## src/pkg/fci_pkg.sv

```systemverilog
package fci_pkg;
    localparam logic [7:0] CMD_READ_ARRAY = 8'hff;
    localparam logic [7:0] CMD_READ_STATUS = 8'h70;
    localparam logic [7:0] CMD_READ_IDENT = 8'h90;
    localparam logic [7:0] CMD_READ_QUERY = 8'h98;
    localparam logic [7:0] CMD_CLEAR_STATUS = 8'h50;
    localparam logic [7:0] CMD_PROGRAM = 8'h40;
    localparam logic [7:0] CMD_PROGRAM_ALT = 8'h10;
    localparam logic [7:0] CMD_BUFFER_PROGRAM = 8'he8;
    localparam logic [7:0] CMD_FACTORY_SETUP = 8'h80;
    localparam logic [7:0] CMD_ERASE_SETUP = 8'h20;
    localparam logic [7:0] CMD_CONFIRM = 8'hd0;
    localparam logic [7:0] CMD_SUSPEND = 8'hb0;
    localparam logic [7:0] STATUS_RESET = 8'h80;
    localparam int STATUS_READY_BIT = 7;
    localparam int STATUS_ERASE_SUSP_BIT = 6;
    localparam int STATUS_ERASE_ERR_BIT = 5;
    localparam int STATUS_PROG_ERR_BIT = 4;
    localparam int STATUS_PROG_SUSP_BIT = 2;
    localparam logic [7:0] STATUS_ERROR_MASK = 8'h3a;
    localparam int BUFFER_WORDS = 32;

    typedef enum logic [3:0]
    {
        FCI_RD_ARRAY = 4'h1,
        FCI_RD_STATUS = 4'h2,
        FCI_RD_IDENT = 4'h4,
        FCI_RD_QUERY = 4'h8
    } fci_read_t;

    typedef enum logic [9:0]
    {
        FCI_IDLE = 10'h001,
        FCI_PROG_SETUP = 10'h002,
        FCI_BUF_COUNT = 10'h004,
        FCI_BUF_DATA = 10'h008,
        FCI_BUF_CONFIRM = 10'h010,
        FCI_FACT_SETUP = 10'h020,
        FCI_ERASE_SETUP = 10'h040,
        FCI_BUSY = 10'h080,
        FCI_FACTORY = 10'h100,
        FCI_SUSPENDED = 10'h200
    } fci_state_t;

    typedef enum logic [2:0]
    {
        FCI_OP_NONE = 3'h0,
        FCI_OP_WORD = 3'h1,
        FCI_OP_BUFFER = 3'h2,
        FCI_OP_ERASE = 3'h3,
        FCI_OP_FACTORY = 3'h4
    } fci_op_t;

    typedef struct packed
    {
        fci_state_t state;
        fci_read_t read_state;
        fci_op_t op;
        logic [7:0] status_byte;
        logic [5:0] words_left;
        logic [22:0] addr;
        logic [15:0] data;
        logic start;
        logic suspend_req;
        logic resume_req;
        logic buf_write;
        logic [4:0] buf_index;
        logic busy;
    } fci_regs_t;
endpackage

```

## src/hw/fci_decoder.sv

```systemverilog
`timescale 1ns/1ps
// Summary of operation
// - byte 0xff selects array read, full 16-bit data.
// - byte 0x70 selects status read, status on low byte.
// - issuing program or erase switches to status read automatically.
// - byte 0x90 selects identifier read, 16-bit data.
// - byte 0x98 selects query read, low byte.
// - engine only sets error bits; byte 0x50 clears them.
// - after 0x40 the next write latches address, data and starts programming.
// - during program only status read and suspend are accepted.
// - byte 0x10 behaves exactly like 0x40.
// - 0xe8 loads host-chosen word count, at most 32, into buffer.
// - confirm 0xd0 after buffer load starts copying buffer to array.
// - 0x80 arms factory mode awaiting 0xd0; then everything else ignored.
// - 0xd0 after factory setup latches address and data.
// - erase setup not followed by 0xd0 sets bits 4 and 5, status read.
// - 0xd0 after erase setup latches address and erases the block.
// - during erase only status read and suspend are accepted.
// - 0xb0 suspends; sets bit 2 or 6 with ready bit 7.
// - suspension persists until reset or resume.
// - 0xd0 while suspended resumes the operation.
// - after reset: array read, status byte 0x80.
module fci_decoder
    import fci_pkg::*;
#(
    parameter int ADDR_W = 23,
    parameter int DATA_W = 16
)
(
    input wire logic mclk_in,
    input wire logic arst_n_in,
    input wire logic write_in,
    input wire logic [ADDR_W-1:0] addr_in,
    input wire logic [DATA_W-1:0] data_in,
    input wire logic engine_done_in,
    input wire logic engine_suspended_in,
    input wire logic engine_prog_err_in,
    input wire logic engine_erase_err_in,
    output logic [3:0] read_state_out,
    output logic [7:0] status_byte_out,
    output logic [2:0] op_out,
    output logic start_out,
    output logic suspend_out,
    output logic resume_out,
    output logic [ADDR_W-1:0] addr_out,
    output logic [DATA_W-1:0] data_out,
    output logic buf_write_out,
    output logic [4:0] buf_index_out,
    output logic factory_program_mode_out,
    output logic busy_out
);
    fci_regs_t r;
    fci_regs_t next_r;
    logic [7:0] cmd;

    assign cmd = data_in[7:0];

    always_comb
    begin
        next_r = r;
        next_r.start = 1'b0;
        next_r.suspend_req = 1'b0;
        next_r.resume_req = 1'b0;
        next_r.buf_write = 1'b0;
        // engine errors only ever set bits; clearing is a command's job
        if (engine_prog_err_in)
        begin
            next_r.status_byte[STATUS_PROG_ERR_BIT] = 1'b1;
        end
        if (engine_erase_err_in)
        begin
            next_r.status_byte[STATUS_ERASE_ERR_BIT] = 1'b1;
        end
        case (r.state)
            FCI_BUSY:
            begin
                if (engine_done_in)
                begin
                    next_r.state = FCI_IDLE;
                    next_r.status_byte[STATUS_READY_BIT] = 1'b1;
                    next_r.op = FCI_OP_NONE;
                end
                else if (engine_suspended_in)
                begin
                    next_r.state = FCI_SUSPENDED;
                    next_r.status_byte[STATUS_READY_BIT] = 1'b1;
                    if (r.op == FCI_OP_ERASE)
                    begin
                        next_r.status_byte[STATUS_ERASE_SUSP_BIT] = 1'b1;
                    end
                    else
                    begin
                        next_r.status_byte[STATUS_PROG_SUSP_BIT] = 1'b1;
                    end
                end
                else if (write_in)
                begin
                    // only status read and suspend are honoured
                    if (cmd == CMD_READ_STATUS)
                    begin
                        next_r.read_state = FCI_RD_STATUS;
                    end
                    else if (cmd == CMD_SUSPEND)
                    begin
                        next_r.suspend_req = 1'b1;
                    end
                end
            end
            FCI_FACTORY:
            begin
                // factory mode deaf to commands until the engine finishes
                if (engine_done_in)
                begin
                    next_r.state = FCI_IDLE;
                    next_r.op = FCI_OP_NONE;
                    next_r.status_byte[STATUS_READY_BIT] = 1'b1;
                end
            end
            FCI_PROG_SETUP:
            begin
                if (write_in)
                begin
                    next_r.addr = addr_in;
                    next_r.data = data_in;
                    next_r.op = FCI_OP_WORD;
                    next_r.start = 1'b1;
                    next_r.state = FCI_BUSY;
                    next_r.status_byte[STATUS_READY_BIT] = 1'b0;
                    next_r.read_state = FCI_RD_STATUS;
                end
            end
            FCI_BUF_COUNT:
            begin
                if (write_in)
                begin
                    // host owns the limit; a larger count is clipped to the buffer
                    if (data_in[4:0] == 5'h1f || data_in[15:5] != '0)
                    begin
                        next_r.words_left = 6'(BUFFER_WORDS);
                    end
                    else
                    begin
                        next_r.words_left = {1'b0, data_in[4:0]} + 6'h01;
                    end
                    // starts one before word 0 so the index port names the word just written
                    next_r.buf_index = 5'h1f;
                    next_r.state = FCI_BUF_DATA;
                end
            end
            FCI_BUF_DATA:
            begin
                if (write_in)
                begin
                    next_r.buf_write = 1'b1;
                    // the first word fixes the base address
                    if (r.buf_index == 5'h1f)
                    begin
                        next_r.addr = addr_in;
                    end
                    next_r.data = data_in;
                    next_r.buf_index = r.buf_index + 5'h01;
                    next_r.words_left = r.words_left - 6'h01;
                    if (r.words_left == 6'h01)
                    begin
                        next_r.state = FCI_BUF_CONFIRM;
                    end
                end
            end
            FCI_BUF_CONFIRM:
            begin
                if (write_in)
                begin
                    if (cmd == CMD_CONFIRM)
                    begin
                        next_r.op = FCI_OP_BUFFER;
                        next_r.start = 1'b1;
                        next_r.state = FCI_BUSY;
                        next_r.status_byte[STATUS_READY_BIT] = 1'b0;
                    end
                    else
                    begin
                        next_r.status_byte[STATUS_PROG_ERR_BIT] = 1'b1;
                        next_r.status_byte[STATUS_ERASE_ERR_BIT] = 1'b1;
                        next_r.state = FCI_IDLE;
                    end
                    next_r.read_state = FCI_RD_STATUS;
                end
            end
            FCI_FACT_SETUP:
            begin
                if (write_in)
                begin
                    if (cmd == CMD_CONFIRM)
                    begin
                        next_r.addr = addr_in;
                        next_r.data = data_in;
                        next_r.op = FCI_OP_FACTORY;
                        next_r.start = 1'b1;
                        next_r.state = FCI_FACTORY;
                        next_r.status_byte[STATUS_READY_BIT] = 1'b0;
                    end
                    else
                    begin
                        next_r.status_byte[STATUS_PROG_ERR_BIT] = 1'b1;
                        next_r.status_byte[STATUS_ERASE_ERR_BIT] = 1'b1;
                        next_r.state = FCI_IDLE;
                    end
                    next_r.read_state = FCI_RD_STATUS;
                end
            end
            FCI_ERASE_SETUP:
            begin
                if (write_in)
                begin
                    if (cmd == CMD_CONFIRM)
                    begin
                        next_r.addr = addr_in;
                        next_r.op = FCI_OP_ERASE;
                        next_r.start = 1'b1;
                        next_r.state = FCI_BUSY;
                        next_r.status_byte[STATUS_READY_BIT] = 1'b0;
                    end
                    else
                    begin
                        next_r.status_byte[STATUS_PROG_ERR_BIT] = 1'b1;
                        next_r.status_byte[STATUS_ERASE_ERR_BIT] = 1'b1;
                        next_r.state = FCI_IDLE;
                    end
                    next_r.read_state = FCI_RD_STATUS;
                end
            end
            FCI_IDLE, FCI_SUSPENDED:
            begin
                if (write_in)
                begin
                    case (cmd)
                        CMD_READ_ARRAY: next_r.read_state = FCI_RD_ARRAY;
                        CMD_READ_STATUS: next_r.read_state = FCI_RD_STATUS;
                        CMD_READ_IDENT: next_r.read_state = FCI_RD_IDENT;
                        CMD_READ_QUERY: next_r.read_state = FCI_RD_QUERY;
                        CMD_CLEAR_STATUS:
                        begin
                            next_r.status_byte = r.status_byte & ~STATUS_ERROR_MASK;
                            // a same-cycle engine error still lands
                            if (engine_prog_err_in)
                            begin
                                next_r.status_byte[STATUS_PROG_ERR_BIT] = 1'b1;
                            end
                            if (engine_erase_err_in)
                            begin
                                next_r.status_byte[STATUS_ERASE_ERR_BIT] = 1'b1;
                            end
                        end
                        // a new setup while suspended would strand the held operation
                        CMD_PROGRAM, CMD_PROGRAM_ALT:
                        begin
                            if (r.state == FCI_IDLE)
                            begin
                                next_r.state = FCI_PROG_SETUP;
                            end
                        end
                        CMD_BUFFER_PROGRAM:
                        begin
                            if (r.state == FCI_IDLE)
                            begin
                                next_r.state = FCI_BUF_COUNT;
                            end
                        end
                        CMD_ERASE_SETUP:
                        begin
                            if (r.state == FCI_IDLE)
                            begin
                                next_r.state = FCI_ERASE_SETUP;
                            end
                        end
                        CMD_FACTORY_SETUP:
                        begin
                            if (r.state == FCI_IDLE)
                            begin
                                next_r.state = FCI_FACT_SETUP;
                            end
                        end
                        CMD_CONFIRM:
                        begin
                            // no setup pending: 0xd0 means resume
                            if (r.state == FCI_SUSPENDED)
                            begin
                                next_r.resume_req = 1'b1;
                                next_r.state = FCI_BUSY;
                                next_r.status_byte[STATUS_READY_BIT] = 1'b0;
                                next_r.status_byte[STATUS_PROG_SUSP_BIT] = 1'b0;
                                next_r.status_byte[STATUS_ERASE_SUSP_BIT] = 1'b0;
                                next_r.read_state = FCI_RD_STATUS;
                            end
                        end
                        default: next_r.state = r.state;
                    endcase
                end
                // suspended state is held with nothing but resume or reset
            end
            default: next_r.state = FCI_IDLE;
        endcase
        // registered so the busy pin is a flop, not a decode of two state bits
        // factory mode counts as busy as well
        case (next_r.state)
            FCI_BUSY, FCI_FACTORY: next_r.busy = 1'b1;
            default: next_r.busy = 1'b0;
        endcase
    end

    always_ff @(posedge mclk_in or negedge arst_n_in)
    begin
        if (!arst_n_in)
        begin
            r <= '0;
            r.state <= FCI_IDLE;
            r.read_state <= FCI_RD_ARRAY;
            r.op <= FCI_OP_NONE;
            r.status_byte <= STATUS_RESET;
        end
        else
        begin
            r <= next_r;
        end
    end

    assign read_state_out = r.read_state;
    assign status_byte_out = r.status_byte;
    assign op_out = r.op;
    assign start_out = r.start;
    assign suspend_out = r.suspend_req;
    assign resume_out = r.resume_req;
    assign addr_out = r.addr;
    assign data_out = r.data;
    assign buf_write_out = r.buf_write;
    assign buf_index_out = r.buf_index;
    // state bits are flops; compare is a single-bit select in one-hot
    assign factory_program_mode_out = r.state[8];
    assign busy_out = r.busy;
endmodule

```

## config.mk

```make
export PLATFORM = sky130hd
export DESIGN_NAME = fci_decoder
export DESIGN_NICKNAME = d
export VERILOG_FILES = /design/src/pkg/fci_pkg.sv /design/src/hw/fci_decoder.sv
export SDC_FILE = /design/constraint.sdc
export NUM_CORES = 1
export LEC_CHECK = 0
export ABC_AREA = 1
export BUFFER_PORTS_ARGS = -buffer_cell sky130_fd_sc_hd__buf_4
export CAP_MARGIN = 20
export CORE_ASPECT_RATIO = 1.5
export CORE_MARGIN = 1.5
export CORE_UTILIZATION = 45
export CTS_CLUSTER_DIAMETER = 100
export CTS_CLUSTER_SIZE = 40
export DETAILED_ROUTE_END_ITERATION = 7
export HOLD_SLACK_MARGIN = 0.12
export PLACE_DENSITY = 0.71
export SYNTH_ARGS = -nofsm -noshare
export SYNTH_HDL_FRONTEND = slang
export SYNTH_SLANG_ARGS = --single-unit
```

## constraint.sdc

```tcl
create_clock -name mclk_in -period 2.1 [get_ports mclk_in]
set_input_delay 0.21 -clock mclk_in [delete_from_list [all_inputs] [get_ports mclk_in]]
set_output_delay 0.21 -clock mclk_in [all_outputs]
set_load 0.005 [all_outputs]
```

Yosys cells after proc, flatten, opt, wreduce, memory -nomap -nowiden
Cells that the tools add are included.
{"block": "op_classes", "n_addsub": 3, "eq_ne": 53, "reduce_logical": 22, "mux": 85}
{"cell": "two-way mux 40 bit", "count": 3}
{"cell": "two-way mux 10 bit", "count": 10}
{"cell": "case mux 23 bit (4 select lines)", "count": 1}
{"cell": "case mux 10 bit (9 select lines)", "count": 1}
{"cell": "two-way mux 18 bit", "count": 4}
{"cell": "two-way mux 23 bit", "count": 3}
{"cell": "equality test 8 bit (second input constant)", "count": 7}
{"cell": "case mux 10 bit (5 select lines)", "count": 1}
{"cell": "case mux 16 bit (3 select lines)", "count": 1}
{"cell": "two-way mux 45 bit", "count": 1}
{"cell": "!= test 2 bit (second input constant)", "count": 22}
{"cell": "two-way mux 4 bit", "count": 8}
{"cell": "two-way mux 14 bit", "count": 2}
{"cell": "two-way mux 1 bit", "count": 26}
{"cell": "equality test 8 x 7 -> 1 bit (second input constant)", "count": 3}
{"cell": "case mux 4 bit (6 select lines)", "count": 1}
{"cell": "equality test 10 x 8 -> 1 bit (second input constant)", "count": 2}
{"cell": "equality test 10 x 9 -> 1 bit (second input constant)", "count": 2}
{"cell": "case mux 4 bit (5 select lines)", "count": 1}
{"cell": "two-way mux 6 bit", "count": 3}
{"cell": "case mux 3 bit (6 select lines)", "count": 1}
{"cell": "two-way mux 8 bit", "count": 2}
{"cell": "AND reduction 7 bit", "count": 2}
{"cell": "AND reduction 13 bit", "count": 1}
{"cell": "42 further kinds", "count": 55}
{"block": "word_totals", "input_bits": 46, "output_inout_bits": 65, "word_cells": 179, "regBits": 77}

Logic depth before layout (Yosys ltp)
{"block": "depth", "ltp_word": 8, "depth_mapped": 14, "ltp_nobuf": 14}

Worst setup path after synthesis
No wires, ideal clock.
{"block": "synth_timing", "path_type": "register to register", "startpoint": "register r[71] (netlist bit)", "endpoint": "register r, in the netlist data_out[13]", "setup_ns": 0.117, "arrival_ns": 1.572, "setup_slack_ns": 0.411, "synth_period_minus_slack_ns": 1.689, "path_buffers": 1, "t_required_ns": 1.983, "stages_incl_launch_ff": 12, "cell_sequence": "dfrtp_1 > nor2_2 > nand2_2 > nor2_4 > nand2_4 > nand2_4 > nor2_2 > nor3_4 > inv_4 > buf_6 > nand2_2 > o21ai_2"}
{"block": "synth_between", "elab_chain_cells": 3, "word_cells_on_any_way": 10, "cone_classes": "eq/ne (7); mux (1); reduce/logical (2)"}
{"item": "start, declared", "line_no": "fci_decoder.sv:52", "rtl": "fci_regs_t r;"}
{"item": "start signal, assigned", "line_no": "fci_decoder.sv:323", "rtl": "r <= next_r;"}
{"item": "equality test 10 x 4 -> 1 bit (tied with other cells)", "line_no": "fci_decoder.sv:74", "rtl": "case (r.state)"}
{"item": "!= test 2 bit (no line) / nonzero test 3 bit (equally long branches)"}
{"item": "AND reduction 5 bit (no line)"}
Several ways; a longest one is shown, not always the timed one.
A chain may end at the register's enable or synchronous reset.

Worst setup path after layout
{"block": "layout_timing", "startpoint": "register r, in the netlist factory_program_mode_out", "endpoint": "register r, in the netlist addr_out[20]"}
{"block": "layout_between", "elab_chain_cells": 3, "word_cells_on_any_way": 14, "cone_classes": "eq/ne (11); mux (1); reduce/logical (2)"}
{"item": "equality test 10 x 7 -> 1 bit (tied with other cells)", "line_no": "fci_decoder.sv:74"}
{"item": "nonzero test 4 bit (no line) / != test 2 bit (equally long branches)"}
{"item": "AND reduction 8 bit (no line)"}
Several ways; a longest one is shown, not always the timed one.

==> results.toml <==
[status]
status = "completed"

[worst_setup_path]
startpoint_type = "flop"
arrival_ns = 2.21
crit_required_ns = 2.32
r2r-start = "factory_program_mode_out$_DFF_PN0_"
path_max_fanout = 11
startpoint = "factory_program_mode_out$_DFF_PN0_"
crit_type = "flop to flop"
critPathCaptureType = "flop"

[yosys]
post-synth-top-area-cell = "dfrtp_1"
avgSynthCellArea_um2 = 7.328
yosys_warnings = 0
ys_types = 40
synth_cells = 676
syn-cell-area_mm2 = 0.004954
synth_area_leaders = "dfrtp_1 (37%), nand2_1 (14%), buf_4 (9.7%)"
yosysSeqAreaShare_pct = 38.97
netlist.area_leader.share_pct = 37.38
synth_ff_type = "dfrtp_1"
synth-edff-count = 0
async_flop_share_pct = 100.0
ys_ff_latch = 77

[placed_design]
placedCellCount = 875
place_ws_ns = 0.04276
dp_hpwl_um = 10000
gp_congestion = 1.006
numPortBuffers = 107

[timing]
fmax_ghz = 0.5027
fin_crit_ns = 1.989
finalCritPeriodShare_pct = 94.73
slew-limit-headroom_pct = 64.32
finalClockSkew_ns = 0.007949
setup_viol = 0
slew_violations = 0
worst_pin_slew_ns = 0.5303
setup_tns_ns = 0
hold_viol_final = 0
timing.final.ws_setup_ns = 0.1106

[routing]
avgRoutedWirePerCell_um = 14.62
vias_per_cell = 5.000
final_antenna_net_count = 0
drt_wl_total_um = 13130
drc = 0
drt-pass1-iter-count = 5
routed-via-count = 4490
drt_iter0_markers = 203

[cts]
cts_root_buffer = "clkbuf_16"
path_clk_slew_ns = 0.06
clock_path_buffers = 2
cts_tree = "yes"
insertion_delay_ns = 0.34
htree_levels = 3
cts_buffers = 9
clock-sinks = 77

[finish]
diodes = 0
areaGrowthSynthToFinish_pct = 20.84
nets = 802
final_util_pct = 56.22
stdcell_count = 898
layout-drive-gt1-share_pct = 27.85
final_cell_mix = "nand2_1 (182), buf_4 (128), dfrtp_1 (73)"
layout_commonest_cell = "nand2_1"

[floorplanning]
die_h_um = 131.5
ioPinCount = 111
die_area_mm2 = 0.01166
start_util_pct = 46.52
die_x_um = 88.67
rows = 46
fp.coreArea_mm2 = 0.01065

[power_and_ir_drop]
p_total_uw = 4255
peakVddDrop_mv = 0.4038
powerDensity_mw_per_mm2 = 710.9
leakage_uw = 0.003213

[grt]
grt_pass1_wl_um = 20860
grt_pass1_vias = 4493
antenna_found_initial = 0
grt_max_degree = 47
grt_usage_pct = 22.94
grt_overflow_total = 0

[min_path]
min_path_type = "primary input to flop"
hold_start = "addr_in[22]"

[run]
drv_cap = 0
-- state kept, by name, summed over array words and instances (netlist names) --
| name | count |
|---|---|
| status_byte_out | 5 |
| op_out | 3 |
| buf_write_out | 1 |
| read_state_out | 4 |
| suspend_out | 1 |
| resume_out | 1 |
| addr_out | 23 |
| start_out | 1 |
| data_out | 16 |
| factory_program_mode_out | 1 |
| r | 15 |
| busy_out | 1 |
| buf_index_out | 5 |
-- through the flow --
step / hold slack (ns) / area (um2)
global route: 0.1283 / 5986
global placement: 0.2004 / 5575
floorplan: -0.08559 / 4961
finish: 0.1224 / 5986
CTS: 0.1238 / 5897
detailed placement: 0.2130 / 5575
-- power breakdown --
group          leakage, uW  internal [uW]  switching (uW)
clock network     0.000142            955             626
logic              0.00206            423             571
registers          0.00101           1610            67.4
total              0.00321           2990            1270
-- worst max-delay path, stage by stage (launching register included) --
cell	delay (ns)
dfrtp_2	0.44
nor2_4	0.22
nand2_1	0.12
nor2_1	0.22
o21ai_1	0.21
nand3b_2	0.44
nand2_1	0.14
o21ai_1	0.08
-- layout make-up --
type | count | area [um2]
fillers | 1015 | 4662
clock inverters | 5 | 58.81
repair buffers | 132 | 1021
clock buffers | 11 | 242.7
inverters | 71 | 294.0
multi-input cells | 458 | 2257
well taps | 144 | 180.2
flip-flops and latches | 77 | 1932
-- routing by layer --
layer | track usage, % | share of wire (%) | vias up
met5 | 0 | 0 | -
li1 | - | - | 2246
met3 | 3.769 | 4.8 | 39
met1 | 25.18 | 38 | 2070
met4 | 11.89 | 4.4 | 0
met2 | 40.82 | 53 | 135
-- kinds of logic after synthesis --
family,share of synthesized area (%)
AO/OA/AOI/OAI,10.61
adder cells (fa/ha/maj),1.768
XOR/XNOR,0.3537
buffers and inverters,16.29
AND/OR/NAND/NOR,31.93
flip-flops,38.97
other,0.07570
-- repair_timing --
action                                 in CTS  in global routing
setup endpoints to repair                   0                 23
gates resized for setup                     0                 11
hold buffers                                2                  0
endpoints found under the hold margin      36                  0
setup buffers                               0                  4
-- cells in the mapped netlist, types with 2 or more instances --
library cell,instances
o211ai_1,2
nor3_1,8
buf_2,6
a31oi_1,2
buf_6,2
dfstp_2,3
buf_4,64
nand2_4,4
nor2_2,8
or2_2,2
o21ai_0,26
o31ai_1,3
dfrtp_1,74
ha_1,7
o21ai_2,13
inv_1,60
nand2_2,11
nand4_1,11
nand3_1,47
nand2_1,183
nor2_1,72
inv_2,9
o21ai_1,25
a21oi_1,15
nor2_4,4
-- worst paths after layout --
path	slack (ns)	depth (start not counted)	to
setup / recovery	0.11	7	addr_out[20]$_DFFE_PN0P_
setup reg to reg	0.11	7	addr_out[20]$_DFFE_PN0P_
max in group asynchronous	1.08	3	status_byte_out[7]$_DFFE_PN1P_
hold / removal	0.12	3	addr_out[22]$_DFFE_PN0P_
min in group asynchronous	0.36	2	addr_out[7]$_DFFE_PN0P_
hold reg to reg	0.48	2	read_state_out[3]$_DFFE_PN0P_
Power figures use the tool's default switching activity.
